$ cat src/design/wake_cfg_pkg.sv
// constants for the wake source and interrupt pin configuration block
// Behaviour
// - gate clear: flush FIFO on mode change
// - gate set: hold FIFO, drop new samples
// - unemptied FIFO at next sample sets error
// - error stays until host empties FIFO
// - bit 6 lets transient wake SLEEP
// - bit 5 lets orientation wake SLEEP
// - bit 4 lets pulse wake SLEEP
// - bit 3 lets freefall/motion wake SLEEP
// - bit 1 selects interrupt pin polarity
// - bit 0 selects push-pull or open-drain
// - sleep and wake by a source only with auto-sleep enable; clearing it forces wake
package wake_cfg_pkg;
  localparam logic [7:0] CFG_OFFSET = 8'h2C;
  localparam logic [7:0] CFG_RESET = 8'h00;
  localparam logic [7:0] CFG_WRITE_MASK = 8'hFB;
  localparam int BIT_GATE = 7;
  localparam int BIT_WAKE_FROM_TRANSIENT = 6;
  localparam int BIT_WAKE_ORIENT = 5;
  localparam int BIT_WAKE_PULSE = 4;
  localparam int BIT_WAKE_FFMT = 3;
  localparam int BIT_POLARITY = 1;
  localparam int BIT_DRIVE = 0;
  localparam int WAKE_SRC_LSB = 3;
  localparam int NUM_WAKE_SRC = 4;
endpackage

$ cat src/design/irq_pad_drive.sv
// one interrupt pad driver: polarity and push-pull or open-drain stage
`timescale 1ns/10ps
`default_nettype none
module irq_pad_drive
(
  input wire logic mclk,
  input wire logic reset,
  input wire logic irq_req,
  input wire logic polarity_high,
  input wire logic open_drain,
  output logic pad_o,
  output logic pad_oe
);
  logic pad_o_nxt;
  logic pad_oe_nxt;

  always_comb
  begin
    // asserted level follows polarity
    pad_o_nxt = irq_req ~^ polarity_high;
    // open drain only drives the asserted level, else releases the line
    pad_oe_nxt = open_drain ? irq_req : 1'b1;
  end

  always_ff @(posedge mclk)
  begin
    if (reset)
    begin
      pad_o <= 1'b1;
      pad_oe <= 1'b1;
    end
    else
    begin
      pad_o <= pad_o_nxt;
      pad_oe <= pad_oe_nxt;
    end
  end

  chk_od_release: assert property (@(posedge mclk) disable iff (reset)
    open_drain && !irq_req |=> !pad_oe)
    else $error("open-drain pad driven while idle");
  chk_pp_drive: assert property (@(posedge mclk) disable iff (reset)
    !open_drain |=> pad_oe)
    else $error("push-pull pad not driven");
  chk_polarity_level: assert property (@(posedge mclk) disable iff (reset)
    irq_req |=> pad_o == $past(polarity_high))
    else $error("asserted interrupt level wrong");
endmodule
`default_nettype wire

$ cat src/design/wake_and_pin_config.sv
// configuration register for wake sources, FIFO gating and interrupt pads
`timescale 1ns/10ps
`default_nettype none
module wake_and_pin_config
(
  input wire logic mclk,
  input wire logic reset,
  input wire logic reg_wr,
  input wire logic reg_rd,
  input wire logic [7:0] reg_addr,
  input wire logic [7:0] reg_wdata,
  output logic [7:0] reg_rdata,
  output logic reg_hit,
  input wire logic auto_sleep_enable,
  input wire logic sleep_request,
  input wire logic [3:0] detect_irq,
  input wire logic sample_valid,
  input wire logic fifo_empty,
  input wire logic irq_a_req,
  input wire logic irq_b_req,
  output logic sleeping,
  output logic wake_event,
  output logic [3:0] sleep_detect_enable,
  output logic fifo_flush,
  output logic sample_accept,
  output logic gate_overrun_flag,
  output logic irq_pin_a_o,
  output logic irq_pin_a_oe,
  output logic irq_pin_b_o,
  output logic irq_pin_b_oe
);
  logic [7:0] cfg_r;
  logic [7:0] cfg_nxt;
  logic [7:0] rdata_nxt;
  logic hit_nxt;
  logic sleeping_nxt;
  logic wake_nxt;
  logic [3:0] sden_nxt;
  logic flush_nxt;
  logic gated_r;
  logic gated_nxt;
  logic accept_nxt;
  logic gerr_nxt;
  logic transition;
  logic [3:0] wake_mask;
  logic sel;

  always_comb
  begin
    sel = reg_addr == wake_cfg_pkg::CFG_OFFSET;
    cfg_nxt = cfg_r;
    if (reg_wr && sel)
      cfg_nxt = reg_wdata & wake_cfg_pkg::CFG_WRITE_MASK;
    rdata_nxt = 8'h00;
    if (reg_rd && sel)
      rdata_nxt = cfg_r & wake_cfg_pkg::CFG_WRITE_MASK;
    hit_nxt = (reg_rd || reg_wr) && sel;
  end

  // gate the per-source wake masks out of the register
  genvar g;
  generate
    for (g = 0; g < wake_cfg_pkg::NUM_WAKE_SRC; g++)
    begin : g_wake
      assign wake_mask[g] = cfg_r[wake_cfg_pkg::WAKE_SRC_LSB + g];
    end
  endgenerate

  always_comb
  begin
    sleeping_nxt = sleeping;
    wake_nxt = 1'b0;
    // bypassed detectors are turned off while asleep
    sden_nxt = sleeping ? wake_mask : 4'hF;
    if (!auto_sleep_enable)
      sleeping_nxt = 1'b0;
    else if (!sleeping && sleep_request)
      sleeping_nxt = 1'b1;
    else if (sleeping && |(detect_irq & wake_mask))
    begin
      sleeping_nxt = 1'b0;
      wake_nxt = 1'b1;
    end
    if (sleeping_nxt)
      sden_nxt = wake_mask;
    transition = sleeping_nxt != sleeping;
  end

  always_comb
  begin
    flush_nxt = 1'b0;
    gated_nxt = gated_r;
    if (transition && !cfg_r[wake_cfg_pkg::BIT_GATE])
      flush_nxt = 1'b1;
    else if (transition && !fifo_empty)
      gated_nxt = 1'b1;
    // a mode change with the gate bit set keeps an existing hold even when the FIFO is empty
    if (fifo_empty && !(transition && cfg_r[wake_cfg_pkg::BIT_GATE]))
      gated_nxt = 1'b0;
    accept_nxt = sample_valid && !gated_nxt;
    // error tracks a sample meeting a held, still unemptied FIFO
    gerr_nxt = gate_overrun_flag;
    if (gated_r && sample_valid)
      gerr_nxt = 1'b1;
    if (!gated_nxt)
      gerr_nxt = 1'b0;
  end

  always_ff @(posedge mclk)
  begin
    if (reset)
    begin
      cfg_r <= wake_cfg_pkg::CFG_RESET;
      reg_rdata <= 8'h00;
      reg_hit <= 1'b0;
      sleeping <= 1'b0;
      wake_event <= 1'b0;
      sleep_detect_enable <= 4'hF;
      fifo_flush <= 1'b0;
      gated_r <= 1'b0;
      sample_accept <= 1'b0;
      gate_overrun_flag <= 1'b0;
    end
    else
    begin
      cfg_r <= cfg_nxt;
      reg_rdata <= rdata_nxt;
      reg_hit <= hit_nxt;
      sleeping <= sleeping_nxt;
      wake_event <= wake_nxt;
      sleep_detect_enable <= sden_nxt;
      fifo_flush <= flush_nxt;
      gated_r <= gated_nxt;
      sample_accept <= accept_nxt;
      gate_overrun_flag <= gerr_nxt;
    end
  end

  irq_pad_drive pad_a
  (
    .mclk(mclk),
    .reset(reset),
    .irq_req(irq_a_req),
    .polarity_high(cfg_r[wake_cfg_pkg::BIT_POLARITY]),
    .open_drain(cfg_r[wake_cfg_pkg::BIT_DRIVE]),
    .pad_o(irq_pin_a_o),
    .pad_oe(irq_pin_a_oe)
  );

  irq_pad_drive pad_b
  (
    .mclk(mclk),
    .reset(reset),
    .irq_req(irq_b_req),
    .polarity_high(cfg_r[wake_cfg_pkg::BIT_POLARITY]),
    .open_drain(cfg_r[wake_cfg_pkg::BIT_DRIVE]),
    .pad_o(irq_pin_b_o),
    .pad_oe(irq_pin_b_oe)
  );

  // mode change: flush when hold is clear, otherwise keep the contents
  chk_flush_on_mode: assert property (@(posedge mclk) disable iff (reset)
    $changed(sleeping) && !$past(cfg_r[wake_cfg_pkg::BIT_GATE]) |-> fifo_flush)
    else $error("mode change without flush");
  chk_flush_only_mode: assert property (@(posedge mclk) disable iff (reset)
    fifo_flush |-> $changed(sleeping))
    else $error("flush without mode change");
  chk_hold_entered: assert property (@(posedge mclk) disable iff (reset)
    transition && cfg_r[wake_cfg_pkg::BIT_GATE] && !fifo_empty |=> gated_r && !fifo_flush)
    else $error("hold not entered on mode change");
  chk_gate_drops: assert property (@(posedge mclk) disable iff (reset)
    gated_r && sample_valid && !fifo_empty |=> !sample_accept)
    else $error("sample accepted while gated");
  chk_accept_open: assert property (@(posedge mclk) disable iff (reset)
    sample_valid && !gated_r && !transition |=> sample_accept)
    else $error("sample dropped while not gated");

  // the error flag only follows a sample that met a held buffer
  chk_err_sets: assert property (@(posedge mclk) disable iff (reset)
    gated_r && sample_valid && !fifo_empty && cfg_r[wake_cfg_pkg::BIT_GATE]
    |=> gate_overrun_flag)
    else $error("gate error not set");
  chk_err_cause: assert property (@(posedge mclk) disable iff (reset)
    $rose(gate_overrun_flag) |-> $past(gated_r) && $past(sample_valid))
    else $error("gate error without a gated sample");
  chk_err_holds: assert property (@(posedge mclk) disable iff (reset)
    gate_overrun_flag && !fifo_empty |=> gate_overrun_flag)
    else $error("gate error dropped before emptying");
  chk_err_clears: assert property (@(posedge mclk) disable iff (reset)
    fifo_empty && !transition |=> !gated_r && !gate_overrun_flag)
    else $error("gate error not cleared");

  chk_no_sleep_off: assert property (@(posedge mclk) disable iff (reset)
    !auto_sleep_enable |=> !sleeping)
    else $error("asleep without auto-sleep");
  chk_wake_masked: assert property (@(posedge mclk) disable iff (reset)
    sleeping && auto_sleep_enable && !sleep_request && (detect_irq & cfg_r[6:3]) == 4'h0
    |=> sleeping)
    else $error("woken by bypassed source");
  chk_wake_taken: assert property (@(posedge mclk) disable iff (reset)
    sleeping && auto_sleep_enable && |(detect_irq & cfg_r[6:3]) |=> !sleeping && wake_event)
    else $error("enabled source did not wake");
  chk_sleep_dets: assert property (@(posedge mclk) disable iff (reset)
    sleeping |-> sleep_detect_enable == $past(cfg_r[6:3]))
    else $error("detector enables differ from wake mask");
  chk_awake_dets: assert property (@(posedge mclk) disable iff (reset)
    !sleeping && !$past(sleeping) |-> sleep_detect_enable == 4'hF)
    else $error("detector bypassed while awake");

  chk_cfg_write: assert property (@(posedge mclk) disable iff (reset)
    reg_wr && reg_addr == wake_cfg_pkg::CFG_OFFSET
    |=> cfg_r == ($past(reg_wdata) & wake_cfg_pkg::CFG_WRITE_MASK))
    else $error("register write not stored");
  chk_reserved_zero: assert property (@(posedge mclk) disable iff (reset)
    reg_hit && !$past(reg_wr) |-> !reg_rdata[2])
    else $error("reserved bit read nonzero");

  cov_sleep_entry: cover property (@(posedge mclk) disable iff (reset) $rose(sleeping));
  cov_flush: cover property (@(posedge mclk) disable iff (reset) fifo_flush);
  cov_gate_err: cover property (@(posedge mclk) disable iff (reset) gate_overrun_flag);
  cov_wake: cover property (@(posedge mclk) disable iff (reset) wake_event);
endmodule
`default_nettype wire

$ cat config.mk
export PLATFORM = sky130hd
export DESIGN_NAME = wake_and_pin_config
export DESIGN_NICKNAME = d
export VERILOG_FILES = /design/src/design/wake_cfg_pkg.sv /design/src/design/irq_pad_drive.sv /design/src/design/wake_and_pin_config.sv
export SDC_FILE = /design/constraint.sdc
export NUM_CORES = 1
export LEC_CHECK = 0
export BUFFER_PORTS_ARGS = -buffer_cell sky130_fd_sc_hd__clkbuf_2
export CORE_MARGIN = 2
export CORE_UTILIZATION = 47
export CTS_CLUSTER_DIAMETER = 40
export DETAILED_ROUTE_END_ITERATION = 10
export PLACE_DENSITY_LB_ADDON = 0.12
export SLEW_MARGIN = 20
export SYNTH_ARGS = -nofsm -noshare
export SYNTH_HDL_FRONTEND = slang
export SYNTH_SLANG_ARGS = --single-unit
$ cat constraint.sdc
create_clock -name mclk -period 3.4 [get_ports mclk]
set_input_delay 0.17 -clock mclk [delete_from_list [all_inputs] [get_ports mclk]]
set_output_delay 0.17 -clock mclk [all_outputs]
set_load 0.005 [all_outputs]
Yosys cells after proc, flatten, opt, wreduce, memory -nomap -nowiden --
Index checks and enable logic that the tools add are counted.
Storage, ports and cells: bits in registers 30, output and inout port bits 22, bits of input ports 30, logic and storage cells 56
Operators by class: equal/unequal tests 2, bitwise gates (word level) 7, mux-type cells 10, reduce and logical (&&, ||, !) cells 22
Operators by type and width (number):
- $logic_and 1x1->1 | 11
- $eq 8x6->1 const B | 1
- $mux 1 | 8
- $mux 4 | 2
- $reduce_or 2->1 | 3
- $logic_not 1->1 | 5
- $and 4x4->4 | 1
- $not 1->1 | 4
- $reduce_or 4->1 | 1
- $reduce_or 3->1 | 1
- $xnor 1x1->1 | 2
- $logic_or 1x1->1 | 1
- $ne 1x1->1 | 1

Longest topological paths before layout --
depth after elaboration 13, gate-level depth with buffers 5, gate-level depth less buffers 3

Hierarchy --
A second synthesis with hierarchy kept.
Second synthesis, totals: cell total of the unflattened synthesis 105, area, all modules 1081.0 um2
Modules (own cells, without submodules):
- wake_and_pin_config | seq. area each 500.5 um2, area an instance 955.9 um2, cells each 93, times used 1
- irq_pad_drive | seq. area each 40.0 um2, area an instance 62.6 um2, cells each 6, times used 2

Worst setup path after synthesis --
No wires, ideal clock.
kind input-to-reg, start input reg_addr[1], end register cfg_r[7], buffers on the path 2, data required time 3.279 ns, cell stages on the path 5, library setup time 0.121 ns, data arrival time 1.179 ns, setup slack 2.100 ns, cell sequence nor4bb_1 > clkbuf_2 > and3_1 > buf_6 > mux2_4
On the way: word-level cells in the longest chain between the ends 2
RTL lines:
- from (decl) | RTL line wake_and_pin_config.sv:10 | input wire logic [7:0] reg_addr,
- $eq 8x6->1 | RTL line wake_and_pin_config.sv:50 | sel = reg_addr == wake_cfg_pkg::CFG_OFFSET;
- $logic_and 1x1->1 | RTL line wake_and_pin_config.sv:52 | if (reg_wr && sel)
- to (signal assigned) | RTL line wake_and_pin_config.sv:113 | cfg_r <= wake_cfg_pkg::CFG_RESET;
- to (signal assigned) | RTL line wake_and_pin_config.sv:126 | cfg_r <= cfg_nxt;
- to (decl) | RTL line wake_and_pin_config.sv:32 | logic [7:0] cfg_r;
No other way between the ends. A chain may end at the register's enable or synchronous reset.

Final worst setup path --
start input reg_addr[4], end register cfg_r[7]
Same word-level chain as after synthesis.

==> run metrics <==
Final Hold Vio Count=0; IO Count=52; layout cells sized above 1=41.9%; antenna violations before repair=0; CTS max path bufs=2; sw frac=22.2%; setup TNS=0 ns; leading area contributor after synthesis=dfxtp_1; largest family of logic cells by synthesized area=simple AND/OR/NAND/NOR gates; overall via count from detail_route=about 930; power density cells=432 nW/µm²; Syn Inst Count=between 100 and 150; crit path time final=approximately 1.3 ns; Post-Layout Cell Count=~180; synth top area cells=dfxtp_1 54%, a311oi_1 4.9%, a31o_2 4.9%, and2_1 4.1%, inv_1 2.8%; min-delay worst type=in -> reg; worst skew pair latency=roughly 0.32 ns; Post-Syn Area per Cell=about 10 µm²; 1st-iter DRT viols=8; FP Rows=17; Synth Area in Simple Gates=20.4%; cell area after synthesis=around 1100 µm²; P_int=approximately 0.47 mW; port buffer count=49; Max Slew Vio Count=0; fillcell total=190; Root Driver=clkbuf_4; placer congestion estimate=between 0.7 and 0.8; first-pass detailed-route iteration total=4; top flop regs=cfg_r: 7 flops, reg_rdata: 7 flops, sleep_detect_enable: 4 flops; crit-path max FO=8; Max Cap Viol=0; drt total wl=about 2200 µm; Final ANT Viol Nets=0; Resized cells post-CTS=0; n_diodes=0; Area Growth Syn to Fin=28.5%; Final nets=185; dpl cells=176; Synth cell types=33; setup repair after global routing missed its margin=false; total power draw=about 0.60 mW; largest net degree at the start of global routing=16; Clk pwr share=34.4%; Critical Path RT=between 3 and 4 ns; Compound-Gate Fraction of Synth Area=around 16%; NetSw=0.133 mW; total core area=about 2200 µm²; crit-path leading delay family=simple AND/OR/NAND/NOR gates; Overflow after GRT=0; crit path launch=reg_addr[4]; Total Die Area=about 2700 µm²; Starting Density=49.2%; Setup Crit Path Kind=in -> reg; CP Capture Type=flip-flop; Adder-Cell Fraction of Synth Area=0%; CTS buffer count=5; CTS tree=done; number of global-route vias before repair=between 800 and 900; mux share of post-synthesis cell area=under 10%; total track usage=about a fifth; DP HPWL=between 1500 and 2000 µm; global-route wire length before repair=around 3600 µm; Post-CTS Hold Buffers=0; XOR/XNOR Fraction of Synth Area=about 1.6%; power share of the combinational group=7.5%; Critical path buffers and inverters=1; Reg power frac=a little under 60%; most frequent cells in the layout=49 x clkbuf_2, 29 x dfxtp_1, 8 x inv_1; period utilisation layout=about 37%; DR WL/cell=11.8 µm; setup bufs post-CTS=0; hold_sp=irq_a_req; slowest CP cell=nor4b_4; post-synthesis register bit count=29; syn_nets=134; DRC viols=0; startpoint types=input pin; vias per cell=between 5 and 6; status=finished, final reports clean; die width=slightly above 50 µm; clock sinks=29; WP data arrival=approximately 1.5 ns; LEAKAGE=~0.65 nW; htree depth=2; Slowest Stage Delay on Critical Path=about 0.45 ns; Yosys warning count=0; Final Skew=about 0.0041 ns; Clk pin slew, worst setup/hold paths=0.08 ns; Fmax achieved=798 MHz; Synth top area share=53.9%; commonest non-fill, non-tap cell in the layout=clkbuf_2; Die Span Y=roughly 52 µm; Critical R2R Launch=cfg_r[4]; setup violators final=0; crit path cell chain=clkbuf_2 -> nor4b_4 -> and3_1 -> mux2_4; maximum vdd drop=around 300 µV; sequential area share after synthesis=a little over half
[cells in the mapped netlist]
cell / instances
a21o_1: 1
buf_2: 1
a22o_1: 2
nand2_1: 7
inv_1: 8
clkbuf_2: 1
and4_1: 1
nor4bb_1: 1
mux2_4: 1
nand3_1: 1
nor4b_4: 1
o31ai_1: 1
xor2_1: 2
and3_1: 2
nor3_1: 3
or3_1: 2
buf_6: 1
nand2b_1: 3
o2111a_1: 1
clkbuf_1: 2
and2_1: 7
nor4_1: 2
conb_1: 1
nor2b_1: 2
nor2_1: 3
a21o_2: 1
buf_4: 1
dfxtp_1: 29
a21oi_1: 2
a31o_2: 6
a311oi_1: 6
nor3b_1: 1
a31oi_1: 1
[kinds of logic after synthesis]
| logic type | after synthesis |
|---|---|
| buf+inv | 14 |
| xor+xnor | 2 |
| other cells | 1 |
| mux | 1 |
| flops | 29 |
| simple gates | 36 |
| compound gates | 21 |
[worst register-to-register path, stage by stage (launching register included)]
cell and delay, ns:
dfxtp_1 0.32, a22o_1 0.27, nor4_1 0.44, nor3_1 0.10
[layout make-up]
| type | instances | area, µm² | area share [%] |
|---|---|---|---|
| repair buffers | 50 | 253 | 18.3 |
| well taps | 28 | 35.0 | 2.53 |
| inverters | 8 | 30.0 | 2.17 |
| clock buffers | 7 | 55.1 | 3.98 |
| flip-flops and latches | 29 | 581 | 42.0 |
| multi-input cells | 61 | 430 | 31.1 |
[power groups by stage]
stage	registers, mW	clock network, mW	logic (mW)
final	0.348	0.206	0.0448
after global routing	0.348	0.226	0.0506
after CTS	0.348	0.211	0.0450
after detailed placement	0.356	0	0.0449
after global placement	0.355	0	0.0439
after floorplan	0.357	0	0.0161
[routing by layer]
layer / wire (µm) / up-vias / part of all wire, % / track usage (%)
met5: 0 / - / 0 / 0
met4: 79 / 0 / 3.7 / 14.9
met3: 206 / 10 / 9.5 / 6.90
met2: 955 / 48 / 44 / 29.7
met1: 922 / 404 / 43 / 21.6
li1: - / 466 / - / -
[final timing paths]
kind / endpoint / depth (start not counted) / slack [ns]
max reg2reg: gate_overrun_flag / 3 / 2.15
min: pad_a.pad_oe / 2 / 0.05
max: cfg_r[7] / 4 / 2.15
min reg2reg: sleep_detect_enable[0] / 2 / 0.48
[stage by stage]
stage	hold WS [ns]	setup slack (ns)	area, µm²	util [%]
6_report	0.0526	2.15	1380	63.2
5_1_grt	0.0550	2.03	1380	63.2
4_1_cts	0.0399	2.15	1380	63.2
3_5_place_dp	0.389	1.81	1330	60.7
3_3_place_gp	0.382	1.81	1330	60.7
2_1_floorplan	0.269	2.10	1080	-
(Power assumes the default switching activity.)
